==> src/mii_path_regs.vh <==
`ifndef MII_PATH_REGS_VH
`define MII_PATH_REGS_VH

// Register offsets (byte addresses)
`define BASIC_CTRL_OFFSET    8'h00
`define SPECIAL_CTRL_OFFSET  8'h04
`define PATH_STATUS_OFFSET   8'h08

// Basic control fields
`define BC_ISOLATE           0
`define BC_EXT_LOOPBACK      1
`define BC_EXT_COL_TEST      2
`define BC_SPEED_LOW         3
`define BC_FULL_DUPLEX       4
`define BASIC_CTRL_RESET     5'h00

// Special control fields
`define SC_TURBO             0
`define SC_HB_DISABLE        1
`define SC_SW_COL_TEST       2
`define SC_SW_LOOPBACK       3
`define SC_REFCLK_DIR        4
`define SPECIAL_CTRL_RESET   5'h00

// Operating modes
`define MODE_INT_PHY         3'h0
`define MODE_MII_MAC         3'h1
`define MODE_RMII_MAC        3'h2
`define MODE_MII_PHY         3'h3
`define MODE_RMII_PHY        3'h4

// Timing, clock 100 ns
`define PCLK_PERIOD_NS       100
`define HB_DELAY_NS          1000
`define HB_DELAY_MIN_NS      600
`define HB_DELAY_MAX_NS      1600
`define HB_WIDTH_NS          1000
`define HB_WIDTH_MIN_NS      500
`define HB_WIDTH_MAX_NS      1500
`define HB_DELAY_CYC         (`HB_DELAY_NS / `PCLK_PERIOD_NS)
`define HB_WIDTH_CYC         (`HB_WIDTH_NS / `PCLK_PERIOD_NS)

`endif

==> src/heartbeat_timer.v <==
`timescale 1ns/10ps
`include "mii_path_regs.vh"

// Delays a pulse after an end of an external transmission that falls while idle; ends during wait or pulse are ignored
module heartbeat_timer #(
	parameter DELAY_CYC = `HB_DELAY_CYC,
	parameter WIDTH_CYC = `HB_WIDTH_CYC
) (
	input  wire       pclk,
	input  wire       presetn,
	input  wire       enable,
	input  wire       tx_valid,
	output reg        heartbeat_pulse
);
	localparam [2:0] ST_IDLE  = 3'h1;
	localparam [2:0] ST_WAIT  = 3'h2;
	localparam [2:0] ST_PULSE = 3'h4;

	reg [2:0] state;
	reg [7:0] count;
	reg       valid_prev;

	// Falling edge of transmit valid starts the wait; disable aborts at once
	always @(posedge pclk or negedge presetn) begin
		if (!presetn) begin
			state           <= ST_IDLE;
			count           <= 8'h00;
			valid_prev      <= 1'b0;
			heartbeat_pulse <= 1'b0;
		end else begin
			valid_prev <= tx_valid;
			if (!enable) begin
				state           <= ST_IDLE;
				heartbeat_pulse <= 1'b0;
			end else begin
				case (state)
				ST_IDLE: begin
					if (valid_prev && !tx_valid) begin
						state <= ST_WAIT;
						count <= DELAY_CYC[7:0] - 8'h01;
					end
				end
				ST_WAIT: begin
					if (count == 8'h00) begin
						state           <= ST_PULSE;
						count           <= WIDTH_CYC[7:0] - 8'h01;
						heartbeat_pulse <= 1'b1;
					end else begin
						count <= count - 8'h01;
					end
				end
				ST_PULSE: begin
					if (count == 8'h00) begin
						state           <= ST_IDLE;
						heartbeat_pulse <= 1'b0;
					end else begin
						count <= count - 8'h01;
					end
				end
				default: begin
					state           <= ST_IDLE;
					heartbeat_pulse <= 1'b0;
				end
				endcase
			end
		end
	end
endmodule // heartbeat_timer

==> src/switch_port_mii_datapath.v <==
`timescale 1ns/10ps
`include "mii_path_regs.vh"

module switch_port_mii_datapath #(
	parameter HALF_10  = 4,
	parameter HALF_100 = 2,
	parameter HALF_200 = 1
) (
	input  wire        pclk,
	input  wire        presetn,
	input  wire        psel,
	input  wire        penable,
	input  wire        pwrite,
	input  wire [7:0]  paddr,
	input  wire [31:0] pwdata,
	output reg  [31:0] prdata,
	output wire        pready,
	output wire        pslverr,
	input  wire [2:0]  mode_select,
	input  wire [3:0]  fab_txd,
	input  wire        fab_tx_en,
	input  wire        fab_tx_er,
	output reg  [3:0]  fab_rxd,
	output reg         fab_rx_dv,
	output reg         fab_rx_er,
	output reg         fab_col,
	output reg         fab_crs,
	output reg         fab_clk,
	output reg         fab_full_duplex,
	output reg  [3:0]  phy_txd,
	output reg         phy_tx_en,
	output reg         phy_tx_er,
	input  wire [3:0]  phy_rxd,
	input  wire        phy_rx_dv,
	input  wire        phy_rx_er,
	input  wire        phy_col,
	input  wire        phy_crs,
	input  wire        phy_duplex,
	output reg  [3:0]  port1_tx_data_pins,
	output reg  [3:0]  port1_tx_data_oe_n,
	output reg         port1_tx_valid_pin,
	output reg         port1_tx_error_pin,
	output reg         port1_tx_ctl_oe_n,
	input  wire [3:0]  port1_rx_data_pins,
	input  wire        port1_rx_valid_pin,
	input  wire        port1_rx_error_pin,
	input  wire        port1_collision_in,
	output reg         port1_collision_out,
	input  wire        port1_carrier_in,
	output reg         port1_carrier_out,
	input  wire        port1_tx_clock_in,
	output reg         port1_tx_clock_out,
	input  wire        port1_rx_clock_in,
	output reg         port1_rx_clock_out,
	output reg         port1_phy_pins_oe_n,
	input  wire        port1_reference_clock_in,
	output wire        port1_reference_clock_out,
	output wire        port1_reference_clock_oe_n,
	input  wire        internal_ref_clock,
	output wire        rmii_ref_clock,
	output reg         pull_enable
);
	reg  [2:0]  mode;
	reg         mode_taken;
	reg  [4:0]  basic_ctrl;
	reg  [4:0]  special_ctrl;
	reg  [9:0]  sync1;
	reg  [9:0]  sync2;
	reg  [7:0]  div_count;
	reg         div_clk;
	reg         ext_seen;
	wire        hb_pulse;

	// Pin inputs pass two flops; only sync2 is read
	always @(posedge pclk or negedge presetn) begin
		if (!presetn) begin
			sync1 <= 10'h000;
			sync2 <= 10'h000;
		end else begin
			sync1 <= {port1_rx_clock_in, port1_tx_clock_in, port1_carrier_in,
				port1_collision_in, port1_rx_error_pin, port1_rx_valid_pin,
				port1_rx_data_pins};
			sync2 <= sync1;
		end
	end

	// Mode is a strap, caught once after reset release
	always @(posedge pclk or negedge presetn) begin
		if (!presetn) begin
			mode       <= `MODE_INT_PHY;
			mode_taken <= 1'b0;
		end else if (!mode_taken) begin
			mode       <= mode_select;
			mode_taken <= 1'b1;
		end
	end

	wire is_int     = (mode == `MODE_INT_PHY);
	wire is_mii_mac = (mode == `MODE_MII_MAC);
	wire is_rmii_mc = (mode == `MODE_RMII_MAC);
	wire is_mii_phy = (mode == `MODE_MII_PHY);
	wire is_rmii_ph = (mode == `MODE_RMII_PHY);
	wire is_phy     = is_mii_phy | is_rmii_ph;
	wire is_rmii    = is_rmii_mc | is_rmii_ph;
	wire is_pins    = is_mii_mac | is_rmii_mc | is_phy;

	wire isolate    = basic_ctrl[`BC_ISOLATE] & is_phy;
	wire ext_lb     = basic_ctrl[`BC_EXT_LOOPBACK] & is_phy;
	wire ext_ct     = basic_ctrl[`BC_EXT_COL_TEST] & is_mii_phy;
	wire speed_low  = basic_ctrl[`BC_SPEED_LOW];
	wire full_dup   = basic_ctrl[`BC_FULL_DUPLEX];
	wire turbo      = special_ctrl[`SC_TURBO];
	wire sw_ct      = special_ctrl[`SC_SW_COL_TEST] & is_phy;
	wire sw_lb      = special_ctrl[`SC_SW_LOOPBACK] & is_phy;
	wire ref_dir    = special_ctrl[`SC_REFCLK_DIR];

	// Isolated inputs fall to the inactive state
	wire [3:0] rmii_mask = is_rmii ? 4'h3 : 4'hF;
	wire [3:0] ext_txd   = isolate ? 4'h0 : (sync2[3:0] & rmii_mask);
	wire       ext_tx_en = isolate ? 1'b0 : sync2[4];
	wire       ext_tx_er = isolate | is_rmii ? 1'b0 : sync2[5];
	wire       pin_col   = sync2[6];
	wire       pin_crs   = sync2[7];
	wire       pin_txclk = sync2[8];
	wire       pin_rxclk = sync2[9];

	// Rate select: turbo swaps 100 Mbps for 200 Mbps
	wire       rate_10   = !speed_low;
	wire [7:0] half_per  = rate_10 ? HALF_10[7:0] :
		(turbo ? HALF_200[7:0] : HALF_100[7:0]);

	// Clock generator for PHY modes; pclk bounds the true rate
	always @(posedge pclk or negedge presetn) begin
		if (!presetn) begin
			div_count <= 8'h00;
			div_clk   <= 1'b0;
		end else if (div_count + 8'h01 >= half_per) begin
			div_count <= 8'h00;
			div_clk   <= ~div_clk;
		end else begin
			div_count <= div_count + 8'h01;
		end
	end

	// Heartbeat only in 10 Mbit half duplex MII PHY, not in external loopback
	wire hb_enable = is_mii_phy & rate_10 & !full_dup & !ext_lb & !isolate &
		!special_ctrl[`SC_HB_DISABLE];

	heartbeat_timer #(
		.DELAY_CYC (`HB_DELAY_CYC),
		.WIDTH_CYC (`HB_WIDTH_CYC)
	) u_heartbeat (
		.pclk            (pclk),
		.presetn         (presetn),
		.enable          (hb_enable),
		.tx_valid        (ext_tx_en),
		.heartbeat_pulse (hb_pulse)
	);

	// Fabric receive side in PHY modes
	wire [3:0] phy_fab_rxd = sw_lb ? (fab_txd & rmii_mask) : (ext_lb ? 4'h0 : ext_txd);
	wire       phy_fab_dv  = sw_lb ? fab_tx_en : (ext_lb ? 1'b0 : ext_tx_en);
	wire       phy_fab_er  = sw_lb ? fab_tx_er & !is_rmii : (ext_lb ? 1'b0 : ext_tx_er);
	wire       fab_in_tx   = !ext_lb & fab_tx_en;
	wire       ext_in_tx   = !sw_lb & ext_tx_en;
	wire       phy_fab_crs = sw_lb ? fab_tx_en : (fab_in_tx | ext_in_tx);
	wire       phy_fab_col = (sw_ct & fab_tx_en) |
		(!sw_lb & !ext_lb & !full_dup & fab_tx_en & ext_tx_en);

	// Pin transmit side in PHY modes
	wire [3:0] phy_pin_txd = ext_lb ? ext_txd : (sw_lb ? 4'h0 : (fab_txd & rmii_mask));
	wire       phy_pin_dv  = ext_lb ? ext_tx_en : (sw_lb ? 1'b0 : fab_tx_en);
	wire       phy_pin_er  = ext_lb ? ext_tx_er : (sw_lb ? 1'b0 : fab_tx_er & !is_rmii);
	wire       phy_pin_crs = ext_lb ? ext_tx_en : (fab_in_tx & !sw_lb) | ext_tx_en;
	wire       phy_pin_col = (ext_ct & ext_tx_en) | hb_pulse |
		(!sw_lb & !ext_lb & !full_dup & fab_tx_en & ext_tx_en);

	// Next values of the fabric outputs
	reg [3:0] next_fab_rxd;
	reg       next_fab_rx_dv;
	reg       next_fab_rx_er;
	reg       next_fab_col;
	reg       next_fab_crs;
	reg       next_fab_clk;
	reg       next_fab_dup;
	always @* begin
		next_fab_rxd   = 4'h0;
		next_fab_rx_dv = 1'b0;
		next_fab_rx_er = 1'b0;
		next_fab_col   = 1'b0;
		next_fab_crs   = 1'b0;
		next_fab_clk   = div_clk;
		next_fab_dup   = full_dup;
		if (is_int) begin
			next_fab_rxd   = phy_rxd;
			next_fab_rx_dv = phy_rx_dv;
			next_fab_rx_er = phy_rx_er;
			next_fab_col   = phy_col;
			next_fab_crs   = phy_crs;
			next_fab_dup   = phy_duplex;
		end else if (is_mii_mac) begin
			next_fab_rxd   = sync2[3:0];
			next_fab_rx_dv = sync2[4];
			next_fab_rx_er = sync2[5];
			next_fab_col   = pin_col;
			next_fab_crs   = pin_crs;
			next_fab_clk   = pin_rxclk;
		end else if (is_rmii_mc) begin
			next_fab_rxd   = sync2[3:0] & rmii_mask;
			next_fab_rx_dv = sync2[4];
			next_fab_crs   = sync2[4];
		end else if (is_phy) begin
			next_fab_rxd   = phy_fab_rxd;
			next_fab_rx_dv = phy_fab_dv;
			next_fab_rx_er = phy_fab_er;
			next_fab_col   = phy_fab_col;
			next_fab_crs   = phy_fab_crs;
		end
	end

	// Next values of the pins and their enables
	reg [3:0] next_txd;
	reg [3:0] next_txd_oe_n;
	reg       next_tx_dv;
	reg       next_tx_er;
	reg       next_ctl_oe_n;
	reg       next_col;
	reg       next_crs;
	reg       next_phy_oe_n;
	always @* begin
		next_txd      = fab_txd & rmii_mask;
		next_tx_dv    = fab_tx_en;
		next_tx_er    = fab_tx_er & !is_rmii;
		next_txd_oe_n = ~rmii_mask;
		next_ctl_oe_n = 1'b0;
		next_col      = 1'b0;
		next_crs      = 1'b0;
		next_phy_oe_n = 1'b1;
		if (is_phy) begin
			next_txd   = phy_pin_txd;
			next_tx_dv = phy_pin_dv;
			next_tx_er = phy_pin_er;
			if (is_mii_phy) begin
				next_col      = phy_pin_col;
				next_crs      = phy_pin_crs;
				next_phy_oe_n = isolate;
			end
		end
		if (!is_pins || isolate) begin
			next_txd      = 4'h0;
			next_tx_dv    = 1'b0;
			next_tx_er    = 1'b0;
			next_txd_oe_n = 4'hF;
			next_ctl_oe_n = 1'b1;
		end
	end

	// All data outputs come from flops
	always @(posedge pclk or negedge presetn) begin
		if (!presetn) begin
			fab_rxd             <= 4'h0;
			fab_rx_dv           <= 1'b0;
			fab_rx_er           <= 1'b0;
			fab_col             <= 1'b0;
			fab_crs             <= 1'b0;
			fab_clk             <= 1'b0;
			fab_full_duplex     <= 1'b0;
			phy_txd             <= 4'h0;
			phy_tx_en           <= 1'b0;
			phy_tx_er           <= 1'b0;
			port1_tx_data_pins  <= 4'h0;
			port1_tx_data_oe_n  <= 4'hF;
			port1_tx_valid_pin  <= 1'b0;
			port1_tx_error_pin  <= 1'b0;
			port1_tx_ctl_oe_n   <= 1'b1;
			port1_collision_out <= 1'b0;
			port1_carrier_out   <= 1'b0;
			port1_tx_clock_out  <= 1'b0;
			port1_rx_clock_out  <= 1'b0;
			port1_phy_pins_oe_n <= 1'b1;
			pull_enable         <= 1'b1;
		end else begin
			fab_rxd             <= next_fab_rxd;
			fab_rx_dv           <= next_fab_rx_dv;
			fab_rx_er           <= next_fab_rx_er;
			fab_col             <= next_fab_col;
			fab_crs             <= next_fab_crs;
			fab_clk             <= next_fab_clk;
			fab_full_duplex     <= next_fab_dup;
			phy_txd             <= is_int ? fab_txd : 4'h0;
			phy_tx_en           <= is_int & fab_tx_en;
			phy_tx_er           <= is_int & fab_tx_er;
			port1_tx_data_pins  <= next_txd;
			port1_tx_data_oe_n  <= next_txd_oe_n;
			port1_tx_valid_pin  <= next_tx_dv;
			port1_tx_error_pin  <= next_tx_er;
			port1_tx_ctl_oe_n   <= next_ctl_oe_n;
			port1_collision_out <= next_col;
			port1_carrier_out   <= next_crs;
			port1_tx_clock_out  <= is_mii_phy & div_clk;
			port1_rx_clock_out  <= is_mii_phy & div_clk;
			port1_phy_pins_oe_n <= next_phy_oe_n;
			pull_enable         <= !isolate;
		end
	end

	// Reference clock: a plain mux, so change direction only while idle
	wire ref_drive = is_rmii & ref_dir & !isolate;
	assign rmii_ref_clock             = ref_dir ? internal_ref_clock
		: port1_reference_clock_in;
	assign port1_reference_clock_out = ref_drive ? internal_ref_clock : 1'b0;
	assign port1_reference_clock_oe_n = !ref_drive;

	// Sticky record of external traffic, cleared by writing status
	wire wr_en  = psel & penable & pwrite;
	wire st_clr = wr_en && (paddr == `PATH_STATUS_OFFSET) && pwdata[4];
	always @(posedge pclk or negedge presetn) begin
		if (!presetn) begin
			ext_seen <= 1'b0;
		end else if (ext_tx_en) begin
			ext_seen <= 1'b1; // Set wins over clear
		end else if (st_clr) begin
			ext_seen <= 1'b0;
		end
	end

	// APB slave: zero wait states, unmapped addresses flag an error
	function mapped;
		input [7:0] addr;
		begin
			mapped = (addr == `BASIC_CTRL_OFFSET) || (addr == `SPECIAL_CTRL_OFFSET) ||
				(addr == `PATH_STATUS_OFFSET);
		end
	endfunction

	assign pready  = 1'b1;
	assign pslverr = psel & penable & !mapped(paddr);

	always @(posedge pclk or negedge presetn) begin
		if (!presetn) begin
			basic_ctrl   <= `BASIC_CTRL_RESET;
			special_ctrl <= `SPECIAL_CTRL_RESET;
			prdata       <= 32'h00000000;
		end else begin
			if (wr_en && paddr == `BASIC_CTRL_OFFSET)
				basic_ctrl <= pwdata[4:0];
			if (wr_en && paddr == `SPECIAL_CTRL_OFFSET)
				special_ctrl <= pwdata[4:0];
			if (psel && !penable) begin
				case (paddr)
				`BASIC_CTRL_OFFSET:   prdata <= {27'h0000000, basic_ctrl};
				`SPECIAL_CTRL_OFFSET: prdata <= {27'h0000000, special_ctrl};
				`PATH_STATUS_OFFSET:  prdata <= {26'h0000000, fab_full_duplex,
					ext_seen, hb_pulse, mode};
				default:              prdata <= 32'h00000000;
				endcase
			end
		end
	end
endmodule // switch_port_mii_datapath

==> config.mk <==
export PLATFORM = sky130hd
export DESIGN_NAME = switch_port_mii_datapath
export DESIGN_NICKNAME = d
export VERILOG_FILES = /design/src/heartbeat_timer.v /design/src/switch_port_mii_datapath.v
export VERILOG_INCLUDE_DIRS = /design/src
export SDC_FILE = /design/constraint.sdc
export NUM_CORES = 1
export LEC_CHECK = 0
export ABC_AREA = 1
export BUFFER_PORTS_ARGS = -buffer_cell sky130_fd_sc_hd__buf_2
export CORE_MARGIN = 3
export CORE_UTILIZATION = 51
export DETAILED_ROUTE_END_ITERATION = 10
export PLACE_DENSITY = 0.8
export SYNTH_ARGS = -nofsm -noshare
export SYNTH_HDL_FRONTEND = slang
export SYNTH_SLANG_ARGS = --single-unit
==> constraint.sdc <==
create_clock -name pclk -period 1.9 [get_ports pclk]
set_input_delay 0.19 -clock pclk [delete_from_list [all_inputs] [get_ports pclk]]
set_output_delay 0.19 -clock pclk [all_outputs]
set_load 0.05 [all_outputs]
# --- Word level (Yosys, flattened, before mapping) ---
# Cells that the tools add are included.
op_classes:
  n_mux: 77
  n_reduce_logical: 29
  add_sub_neg: 2
  eq_ne: 15
  n_bitwise: 42
  order_cmp: 1
op_table:
  columns: ["cell", "n"]
  rows:
  - ["$mux 4", 14]
  - ["$mux 1", 49]
  - ["$mux 8", 4]
  - ["$and 1x1->1", 28]
  - ["$pmux 8 s3", 1]
  - ["$pmux 6 s3", 1]
  - ["$logic_not 8->1", 2]
  - ["$mux 3", 5]
  - ["$logic_not 1->1", 12]
  - ["$or 1x1->1", 10]
  - ["$eq 3x2->1 const B", 3]
  - ["$ne 3x3->1 const B", 3]
  - ["$pmux 3 s3", 1]
  - ["$add 8x1->8 const B", 1]
  - ["$and 4x4->4", 2]
  - ["$eq 8x3->1 const B", 1]
  - ["$eq 8x4->1 const B", 1]
  - ["$ge 8x3->1", 1]
  - ["$sub 8x1->8 const B", 1]
  - ["$eq 3x1->1 const B", 2]
  - ["$eq 3x3->1 const B", 2]
  - ["$logic_and 1x1->1", 6]
  - ["$reduce_and 3->1", 2]
  - ["$ne 2x2->1 const B", 2]
  - ["other kinds (10)", 12]
word_totals:
  reg_bits: 121
  input_bits: 75
  out_inout_bits: 70

# --- Logic depth before layout (Yosys ltp) ---
# Gate-level depths: netlist of run 1.
depth:
  ltp_word: 13
  ltp_mapped: 12

# --- Cells and area by module ---
# A second synthesis of run 1 with hierarchy kept.
unflattened:
  hier_cells: 511
  area_unflattened_um2: 4435.5
by_module_without_submodules:
  columns: ["module", "area_each_um2", "seq_area_each_um2", "cells_per_inst", "n_inst"]
  rows:
  - ["switch_port_mii_datapath", 3543.4, 1931.9, 385, 1]
  - ["heartbeat_timer", 892.1, 326.6, 126, 1]

# --- Least setup slack after synthesis of run 1 ---
# Ideal clock, no wire load.
synth_path:
  kind: "flip-flop to output port"
  startpoint: "reg mode[1]"
  endpoint: "out port1_reference_clock_out"
  path_stages_with_launch: 8
  path_buffers: 2
  required_time_ps: 1710
  path_slack_ps: -481
  t_arrival_ps: 2191
  cell_sequence: "dfrtp_1 -> buf_6 -> nand2_2 -> nand2_1 -> nand3_4 -> buf_2 -> nand3_1 -> nor2_1"
synth_via:
  elab_chain_cells: 6
  word_cells_on_any_way: 10
  cone_classes: "3 x eq/ne; 1 x mux; 5 x bitwise; 1 x reduce/logical"
synth_rtl:
  columns: ["element", "line", "text"]
  rows:
  - ["from (decl)", "switch_port_mii_datapath.v:63", "reg [2:0] mode;"]
  - ["from (signal assigned)", "switch_port_mii_datapath.v:90", "mode <= `MODE_INT_PHY;"]
  - ["from (signal assigned)", "switch_port_mii_datapath.v:93", "mode <= mode_select;"]
  - ["$eq 3x2->1 (no line) / $eq 3x3->1 (equally long branches)", null, null]
  - ["$or 1x1->1", "switch_port_mii_datapath.v:103", "wire is_phy = is_mii_phy | is_rmii_ph;"]
  - ["$and 1x1->1", "switch_port_mii_datapath.v:107", "wire isolate = basic_ctrl[`BC_ISOLATE] & is_phy;"]
  - ["$logic_not 1->1", "switch_port_mii_datapath.v:308", "wire ref_drive = is_rmii & ref_dir & !isolate;"]
  - ["$and 1x1->1 (*)", "switch_port_mii_datapath.v:308", null]
  - ["$mux 1 (*)", "switch_port_mii_datapath.v:311", "assign port1_reference_clock_out = ref_drive ? internal_ref_clock : 1'b0;"]
  - ["to (decl)", "switch_port_mii_datapath.v:57", "output wire port1_reference_clock_out,"]
# Mark *: on every way between the ends. The rest lies on a longest branch, timed or not.

# --- Final worst setup path of run 1 ---
layout_path:
  startpoint: "reg special_ctrl[0]"
  endpoint: "reg div_clk"
layout_via:
  elab_chain_cells: 3
layout_rtl:
  columns: ["element", "line", "text"]
  rows:
  - ["from (decl)", "switch_port_mii_datapath.v:66", "reg [4:0] special_ctrl;"]
  - ["from (signal assigned)", "switch_port_mii_datapath.v:342", "special_ctrl <= `SPECIAL_CTRL_RESET;"]
  - ["from (signal assigned)", "switch_port_mii_datapath.v:348", "special_ctrl <= pwdata[4:0];"]
  - ["$mux 2", "switch_port_mii_datapath.v:130", "(turbo ? HALF_200[7:0] : HALF_100[7:0]);"]
  - ["$mux 3", "switch_port_mii_datapath.v:129", "wire [7:0] half_per = rate_10 ? HALF_10[7:0] :"]
  - ["$ge 8x3->1", "switch_port_mii_datapath.v:137", "end else if (div_count + 8'h01 >= half_per) begin"]
  - ["to (signal assigned)", "switch_port_mii_datapath.v:139", "div_clk <= ~div_clk;"]
  - ["to (decl)", "switch_port_mii_datapath.v:70", "reg div_clk;"]
# Every way passes these cells.
# A chain may end at the register's enable or synchronous reset.

==> results of run 1 <==
[report_power, final]
part | total [mW] | leakage (nW) | switching (mW) | internal, mW
registers | 2.14 | 1.14 | 0.0853 | 2.05
clock network | 1.56 | 0.120 | 0.688 | 0.874
logic | 1.19 | 1.56 | 0.892 | 0.301
[stage by stage]
step	instance area, um2	cells	util (%)	setup TNS [ns]
finish	5280	737	63.6	0
floorplan	4520	541	-	0
global placement	4910	709	59.2	0
CTS	5250	735	63.3	0
detailed placement	4910	709	59.2	-0.00782
global route	5280	737	63.6	-0.0236
[worst register-to-register path, cell delays in order (launching register included)]
cell and delay, ns:
dfrtp_1 0.40, or2_2 0.31, ha_1 0.29, a21boi_1 0.13, o21ai_1 0.16, nand4_1 0.22, xor2_1 0.22
[synthesized netlist by cell type (all sizes together)]
cell type    n  area share [%]
a21oi       17             2.0
and3         1            0.14
dfstp        5             3.0
dfrtp       85              48
conb         2            0.17
nand4       12             1.7
o21ai       33             4.0
a21o         1            0.17
o211ai       5            0.86
nor2        50             5.1
nand2      144              13
mux2         1            0.26
ha           6             1.7
clkbuf       1           0.085
or2          1            0.14
nor3         7             1.3
buf         35             6.1
o21bai       2            0.34
a21boi       2            0.34
clkinv       1           0.085
xor2         2            0.40
a31oi        1            0.14
inv         50             4.3
nand3       44             5.4
o21a         1            0.17
o2111a       1            0.26
[logic make-up after synthesis]
group           share of synthesized area (%)
compound gates                           8.33
xor+xnor                                0.399
fa+ha+maj                                1.71
buf+inv                                  10.6
flops                                    51.5
mux                                     0.257
other cells                             0.171
simple gates                             27.1
[worst min path at each step]
stage                          start            endpoint  depth (start not counted)
final                     phy_duplex     fab_full_duplex                          3
after global routing      fab_txd[1]          phy_txd[1]                          3
after CTS                 phy_duplex     fab_full_duplex                          3
after detailed placement     presetn  port1_rx_clock_out                          1
after global placement       presetn  port1_rx_clock_out                          1
after floorplan              presetn       basic_ctrl[0]                          0
[what timing repair did]
action                                 in CTS  in global routing
buffers inserted                            0                  2
setup endpoints to repair                   2                  4
hold buffers                               10                  0
pin swaps                                   1                  5
resized for setup                           2                  7
endpoints found under the hold margin      31                  0
[layer usage]
layer / global-route usage, % / vias up / share of wire, %
li1: - / 1811 / -
met1: 28.8 / 1757 / 42
met2: 35.4 / 135 / 50
met3: 3.61 / 16 / 6.7
met4: 6.62 / 0 / 1.5
met5: 0 / - / 0
[area by class of cell]
cell class / instances / area, um2
fillers: 685 / 3020
flip-flops and latches: 90 / 2260
multi-input cells: 364 / 1790
repair buffers: 111 / 657
inverters: 51 / 194
well taps: 105 / 131
clock buffers: 9 / 124
clock inverters: 7 / 116
[registers in the layout (all words and copies together), names as in the netlist, 2 cells and up]
name                flops
phy_txd                 4
div_count               8
fab_rxd                 4
port1_tx_data_pins      4
sync2                   9
u_heartbeat.count       8
basic_ctrl              5
prdata                  6
special_ctrl            5
u_heartbeat.state       3
mode                    3
sync1                   9
port1_tx_data_oe_n      2
==> out/summary.txt, run 1 <==
worst setup margin -> 0.0634 ns
worst endpoint data arrival time -> 2.08 ns
Bufs and invs on worst path -> 0
DR iter-0 viols -> 228
status -> complete, no violations
Critical-path top delay cell -> dfrtp_1
Slew Viols, Final -> 0
DP HPWL -> 7.54 mm
final hold slack -> 0.0496 ns
critical-path cell list -> or2_2 > ha_1 > a21boi_1 > o21ai_1 > nand4_1 > xor2_1
I/O Buffers -> 89
antenna violations before repair -> 0
gpl congestion -> 0.862
CORE AREA -> 8300 um2
clock latency on the worst-skew pair -> 0.36 ns
Static Leak -> 2.82 nW
H-tree depth -> 3
commonest non-fill, non-tap cell in the layout -> nand2_1
Overall Global Routing Usage -> 21.4%
RSZ-0062 raised after global routing -> true
critical path depth -> 6
#FFs+latches synth -> 90
Rows -> 33
internal reg-to-reg setup slack -> 0.06 ns
Mapped Area -> 4390 um2
Clock transition at path regs -> 0.09 ns
syn_area_per_cell -> 8.60 um2
Worst VDD drop -> 720 uV
CP startpoint kind -> flop
worst setup path end -> div_clk
Area Overhead vs Synth -> 20.3%
FF-to-FF Start -> special_ctrl[0]
Tot Pwr -> 4.89 mW
Period Utilization, post-route -> 96.7%
dpl ws -> -0.00782 ns
CP Launch Point -> special_ctrl[0]
diodes inserted -> 0
YS warnings -> 0
io pins -> 145
Max stage delay on crit path -> 0.40 ns
CTS tree -> built
Routed Antenna Nets -> 0
worst setup path class -> flop to flop
post-route minimum period -> 1.84 ns
Yosys cell types -> 41
Starting Density -> 52.9%
Max clock buf depth -> 2
first-pass GRT wire length -> 17.0 mm
total number of vias -> 3719
total wire length -> 10.1 mm
skew final -> 0.00856 ns
DIE WIDTH -> 98.7 um
critical path's top delay family -> simple AND/OR/NAND/NOR gates
first-pass detailed-route iteration total -> 5
Max-cap violations -> 0
commonest cells after routing, fill and taps aside -> nand2_1, buf_2, dfrtp_1
vias in the first global route -> 3656
vias per inst -> 5.05
Remaining Overflow, GRT -> 0
Nets -> 708
Worst EP required -> 2.14 ns
Fin. Hold Viols -> 0
residual DRC count -> 0
Power Dens Cells -> 927 nW/um2
die area -> 9750 um2
sequential share of the synthesized area -> 51.5%
routed len/inst -> 13.6 um
Max Fclk -> 544 MHz
largest net degree at the start of global routing -> 45
clk root buf -> clkbuf_8
R2R Path End -> div_clk
crit-path max FO -> 4
R2R depth -> 6
share of layout cells above drive strength 1 -> 24.8%
CTS buffer count -> 9
Setup-failing EPs final -> 0
clock sinks -> 90
CP Capture Type -> flop
Die Y -> 98.7 um
Tightest Hold Check Type -> input port to flop
synthesized instance count -> 510
No activity file was read; power rests on OpenSTA's default activity.
==> run 2: changes to the inputs <==
Settings changed: RECOVER_POWER from default to 25, SLEW_MARGIN from default to 10.
==> out/summary.txt, run 2 (same netlist as run 1, synthesis figures left out) <==
internal reg-to-reg setup slack -> 0.06 ns (about the same)
Area Overhead vs Synth -> 19.9%
Fin. Hold Viols -> 0 (unchanged)
Remaining Overflow, GRT -> 0 (unchanged)
Routed Antenna Nets -> 0 (unchanged)
DIE WIDTH -> 98.7 um (unchanged)
Slew Viols, Final -> 0 (unchanged)
worst endpoint data arrival time -> 2.08 ns (about the same)
critical path depth -> 6 (unchanged)
worst setup path class -> flop to flop
vias in the first global route -> 3656 (unchanged)
DR iter-0 viols -> 221 (-3.1%)
worst setup path end -> div_clk
RSZ-0062 raised after global routing -> true
count of non-filler cells in the finished layout -> 737 (unchanged)
Die Y -> 98.7 um (unchanged)
Max-cap violations -> 0 (unchanged)
Clk pwr share -> 31.9% (about the same)
Critical-path top delay cell -> dfrtp_1
antenna violations before repair -> 0 (unchanged)
vias per inst -> 5.06 (+0.19%)
clock latency on the worst-skew pair -> 0.36 ns (about the same)
R2R depth -> 6 (unchanged)
net switching power -> 1.66 mW (-0.35%)
commonest non-fill, non-tap cell in the layout -> nand2_1
routed len/inst -> 13.7 um (+0.17%)
Power Dens Cells -> 929 nW/um2 (+0.17%)
share of layout cells above drive strength 1 -> 24.2% (-0.63 points)
total wire length -> 10.1 mm (+0.17%)
Tot Pwr -> 4.88 mW (-0.23%)
first-pass detailed-route iteration total -> 5 (unchanged)
CTS tree -> built
commonest cells after routing, fill and taps aside -> nand2_1, buf_2, dfrtp_1
Filler cells -> 690 (+0.73%)
clk root buf -> clkbuf_8
critical path's top delay family -> simple AND/OR/NAND/NOR gates
Period Utilization, post-route -> 96.6% (about the same)
top flop regs -> sync1: 9 flops, sync2: 9 flops
largest net degree at the start of global routing -> 45 (unchanged)
critical-path cell list -> or2_2 > ha_1 > a21boi_1 > o21ai_1 > nand4_1 > xor2_1
CP Launch Point -> special_ctrl[0]
placed cells -> 709 (unchanged)
CP Capture Type -> flop
Rows -> 33 (unchanged)
die area -> 9750 um2 (unchanged)
Bufs and invs on worst path -> 0 (unchanged)
Sw Ratio -> 34.0% (-0.042 points)
io pins -> 145 (unchanged)
utilization after layout -> 63.3% (-0.26 points)
Nets -> 708 (unchanged)
H-tree depth -> 3 (unchanged)
Worst EP required -> 2.14 ns (about the same)
CP startpoint kind -> flop
FF-to-FF Start -> special_ctrl[0]
total number of vias -> 3726 (+0.19%)
area of the multi-input gates -> 1790 um2 (-0.14%)
post-route minimum period -> 1.84 ns (-0.00120 ns)
Clock transition at path regs -> 0.09 ns (about the same)
Static Leak -> 2.82 nW (-0.22%)
I/O Buffers -> 89 (unchanged)
Worst VDD drop -> 715 uV (-0.72%)
gpl congestion -> 0.862 (unchanged)
residual DRC count -> 0 (unchanged)
crit-path max FO -> 4 (unchanged)
Tightest Hold Check Type -> input port to flop
FF+latch area -> 2260 um2 (-0.11%)
CORE AREA -> 8300 um2 (unchanged)
combinational power share -> 24.3% (about the same)
Seq pwr share -> 43.8% (about the same)
DP HPWL -> 7.54 mm (unchanged)
Post-Layout Inst Area -> 5260 um2 (-0.40%)
worst slew pin tran -> 0.641 ns
first-pass GRT wire length -> 17.0 mm (unchanged)
skew final -> 0.00886 ns (+0.000305 ns)
Setup-failing EPs final -> 0 (unchanged)
Slew HR -> 57.2%
Starting Density -> 52.9% (unchanged)
cell internal pwr -> 3.22 mW (-0.17%)
Max Fclk -> 545 MHz (about the same)
Max clock buf depth -> 2 (unchanged)
Overall Global Routing Usage -> 21.4% (unchanged)
CTS buffer count -> 9 (unchanged)
diodes inserted -> 0 (unchanged)
status -> complete, no violations
clock sinks -> 90 (unchanged)
R2R Path End -> div_clk
Max stage delay on crit path -> 0.40 ns (about the same)
post-place instance area -> 4910 um2 (unchanged)
run 2: cell types whose count changed in the layout (fill, tap and decap cells not counted):
cell | previous run | this run
dfrtp_1 | 82 | 84
dfrtp_2 | 3 | 1
buf_12 | 1 | 0
buf_2 | 87 | 86
buf_4 | 12 | 11
clkbuf_1 | 0 | 1
clkbuf_2 | 0 | 1
clkbuf_4 | 0 | 1
nor2_1 | 44 | 45
nor2_2 | 2 | 1
run 2: metal layers:
metal | share of wire (%) | GRT usage [%]
met1 | 42 | 28.8
met2 | 49 | 35.4
met3 | 6.4 | 3.61
met4 | 1.7 | 6.62
met5 | 0 | 0
run 2: through the flow:
step / setup WS, ns / TNS (ns) / hold WS (ns)
floorplan: 0.0941 / 0 / -0.106
CTS: 0.0291 / 0 / 0.0523
finish: 0.0646 / 0 / 0.0507
detailed placement: -0.00782 / -0.00782 / 0.129
global route: -0.0236 / -0.0236 / 0.0618
global placement: 0.134 / 0 / 0.119
run 2: tightest hold or removal path: cells and delay by family:
kind,cells,cell delay [ns]
AND/OR/NAND/NOR,2,0.10
buffers and inverters,1,0.08
run 2: cell type report:
| class | count | area share (%) |
|---|---|---|
| Tap cell | 105 | 2.50 |
| Clock buffer | 9 | 2.36 |
| Clock inverter | 7 | 2.21 |
| Inverter | 51 | 3.69 |
| Multi-Input combinational cell | 364 | 34.1 |
| Timing Repair Buffer | 111 | 12.2 |
| Sequential cell | 90 | 43.0 |
run 2: timing repair:
action,4_1_cts,5_1_grt
setup endpoints to repair,2,4
pin swaps,1,5
gates cloned,0,0
hold buffers,10,0
endpoints found under the hold margin,31,0
gates resized for setup,2,7
setup buffers,0,2
run 2: how the worst min path moves through the flow:
stage	start	to	depth (start not counted)
3_5_place_dp	presetn	port1_rx_clock_out	1
4_1_cts	phy_duplex	fab_full_duplex	3
2_1_floorplan	presetn	basic_ctrl[0]	0
3_3_place_gp	presetn	port1_rx_clock_out	1
6_report	phy_duplex	fab_full_duplex	3
5_1_grt	fab_txd[1]	phy_txd[1]	3
run 2: power groups by stage:
stage          clock network, mW  logic, mW  registers [mW]
2_1_floorplan                  0      0.699            2.39
3_3_place_gp                   0       1.13            2.17
3_5_place_dp                   0       1.16            2.17
4_1_cts                     1.57       1.18            2.14
5_1_grt                     1.66       1.29            2.15
6_report                    1.56       1.19            2.14
==> run 3: changes to the inputs <==
Settings changed: MAX_ROUTING_LAYER from default to met4.
==> out/summary.txt, run 3 (same netlist as run 1, synthesis figures left out) <==
status -> complete, no violations
Rows -> 33 (unchanged)
Tot Pwr -> 4.88 mW (-0.11%)
DP HPWL -> 7.32 mm (-2.9%)
vias per inst -> 4.96 (-1.8%)
skew final -> 0.00795 ns (-0.000916 ns)
CP startpoint kind -> flop
Routed Antenna Nets -> 0 (unchanged)
internal reg-to-reg setup slack -> 0.07 ns (about the same)
Filler cells -> 681 (-1.3%)
Static Leak -> 2.80 nW (-0.52%)
Tightest Hold Check Type -> input port to flop
M1 GR Usage -> 26.7% (-2.1 points)
clock sinks -> 90 (unchanged)
fraction of met3 tracks used by global routing -> 5.02% (+1.4 points)
Max clock buf depth -> 2 (unchanged)
Nets -> 706 (-0.28%)
vias in the first global route -> 3574 (-2.2%)
Setup-failing EPs final -> 0 (unchanged)
Overall Global Routing Usage -> 21.1% (-0.28 points)
first-pass GRT wire length -> 16.3 mm (-4.1%)
H-tree depth -> 3 (unchanged)
Clock transition at path regs -> 0.09 ns (about the same)
Sum Neg Setup Slack -> 0 ns (unchanged)
first-pass detailed-route iteration total -> 4 (-1)
worst slew pin tran -> 0.680 ns (+0.0388 ns)
DR iter-0 viols -> 145 (-34%)
Die Y -> 98.7 um (unchanged)
clk root buf -> clkbuf_8
largest net degree at the start of global routing -> 44 (-2.2%)
gpl congestion -> 0.899 (+4.3%)
M2 GR Usage -> 34.1% (-1.3 points)
commonest cells after routing, fill and taps aside -> nand2_1, buf_2, dfrtp_1
crit-path max FO -> 4 (unchanged)
utilization after layout -> 63.2% (-0.11 points)
Worst VDD drop -> 759 uV (+6.1%)
Max-cap violations -> 0 (unchanged)
io pins -> 145 (unchanged)
Slew Viols, Final -> 0 (unchanged)
worst setup path class -> flop to flop
CTS buffer count -> 9 (unchanged)
Slew HR -> 54.7% (-2.6 points)
Remaining Overflow, GRT -> 0 (unchanged)
grt peak-use layer -> met2
total number of vias -> 3648 (-2.1%)
CTS tree -> built
commonest non-fill, non-tap cell in the layout -> nand2_1
Power Dens Cells -> 929 nW/um2 (about the same)
Fin. Hold Viols -> 0 (unchanged)
Max Fclk -> 547 MHz (+0.33%)
I/O Buffers -> 89 (unchanged)
Worst EP required -> 2.13 ns (about the same)
total wire length -> 9.83 mm (-2.5%)
Period Utilization, post-route -> 96.3% (-0.31 points)
RSZ-0062 raised after global routing -> false
residual DRC count -> 0 (unchanged)
antenna violations before repair -> 0 (unchanged)
Area Overhead vs Synth -> 19.7%
routed len/inst -> 13.4 um (-2.2%)
worst endpoint data arrival time -> 2.06 ns (-0.02 ns)
top flop regs -> sync1: 9 flops, sync2: 9 flops
clock latency on the worst-skew pair -> 0.35 ns (about the same)
diodes inserted -> 0 (unchanged)
die area -> 9750 um2 (unchanged)
CORE AREA -> 8300 um2 (unchanged)
Starting Density -> 52.9% (unchanged)
DIE WIDTH -> 98.7 um (unchanged)
share of layout cells above drive strength 1 -> 24.0% (-0.24 points)
post-route minimum period -> 1.83 ns (-0.00598 ns)
CP Capture Type -> flop
## run 3: layout make-up
| class | instances | area (um2) | area share [%] |
|---|---|---|---|
| well taps | 105 | 131 | 2.50 |
| multi-input cells | 364 | 1800 | 34.2 |
| flip-flops and latches | 90 | 2260 | 43.1 |
| clock inverters | 6 | 114 | 2.17 |
| clock buffers | 10 | 128 | 2.43 |
| inverters | 51 | 194 | 3.69 |
| repair buffers | 109 | 626 | 11.9 |
## run 3: metal layers
metal,vias up,wire length (um)
li1,1802,-
met1,1719,4190
met2,117,4930
met3,10,613
met4,0,96
met5,-,0
## run 3: power breakdown
group / leakage (nW) / total, mW / internal, mW / switching [mW]
registers: 1.14 / 2.14 / 2.05 / 0.0875
logic: 1.54 / 1.18 / 0.296 / 0.881
clock network: 0.113 / 1.56 / 0.879 / 0.681
total: 2.80 / 4.88 / 3.23 / 1.65
## run 3: worst max-delay path, stage by stage, from the launching register on
cell      delay (ns)
dfrtp_1         0.42
or2_2           0.31
ha_1            0.26
a21boi_0        0.12
o21ai_1         0.15
nand4_1         0.24
xor2_1          0.21
## run 3: final timing paths
kind | startpoint | end | cells past startpoint
worst max-delay path | special_ctrl[0] | div_clk | 6
worst min-delay path | fab_txd[1] | phy_txd[1] | 3
worst max register to register | special_ctrl[0] | div_clk | 6
worst min register to register | sync1[2] | sync2[2] | 0
max in group asynchronous | presetn | mode[1] | 3
min in group asynchronous | presetn | phy_tx_en | 2
## run 3: timing repair
item,4_1_cts,5_1_grt
buffers inserted,0,2
hold buffers,10,0
pin swaps,0,1
gates resized for setup,3,5
setup endpoints to repair,2,6
endpoints found under the hold margin,32,0
## run 3: metrics by stage
step | cell area [um2] | setup WS, ns | std cells | hold WS [ns]
floorplan | 4520 | 0.0941 | 541 | -0.106
global placement | 4900 | 0.137 | 707 | 0.131
detailed placement | 4900 | 0.0236 | 707 | 0.136
CTS | 5240 | 0.0175 | 733 | 0.0498
global route | 5250 | 0.00335 | 735 | 0.0552
finish | 5250 | 0.0705 | 735 | 0.0628
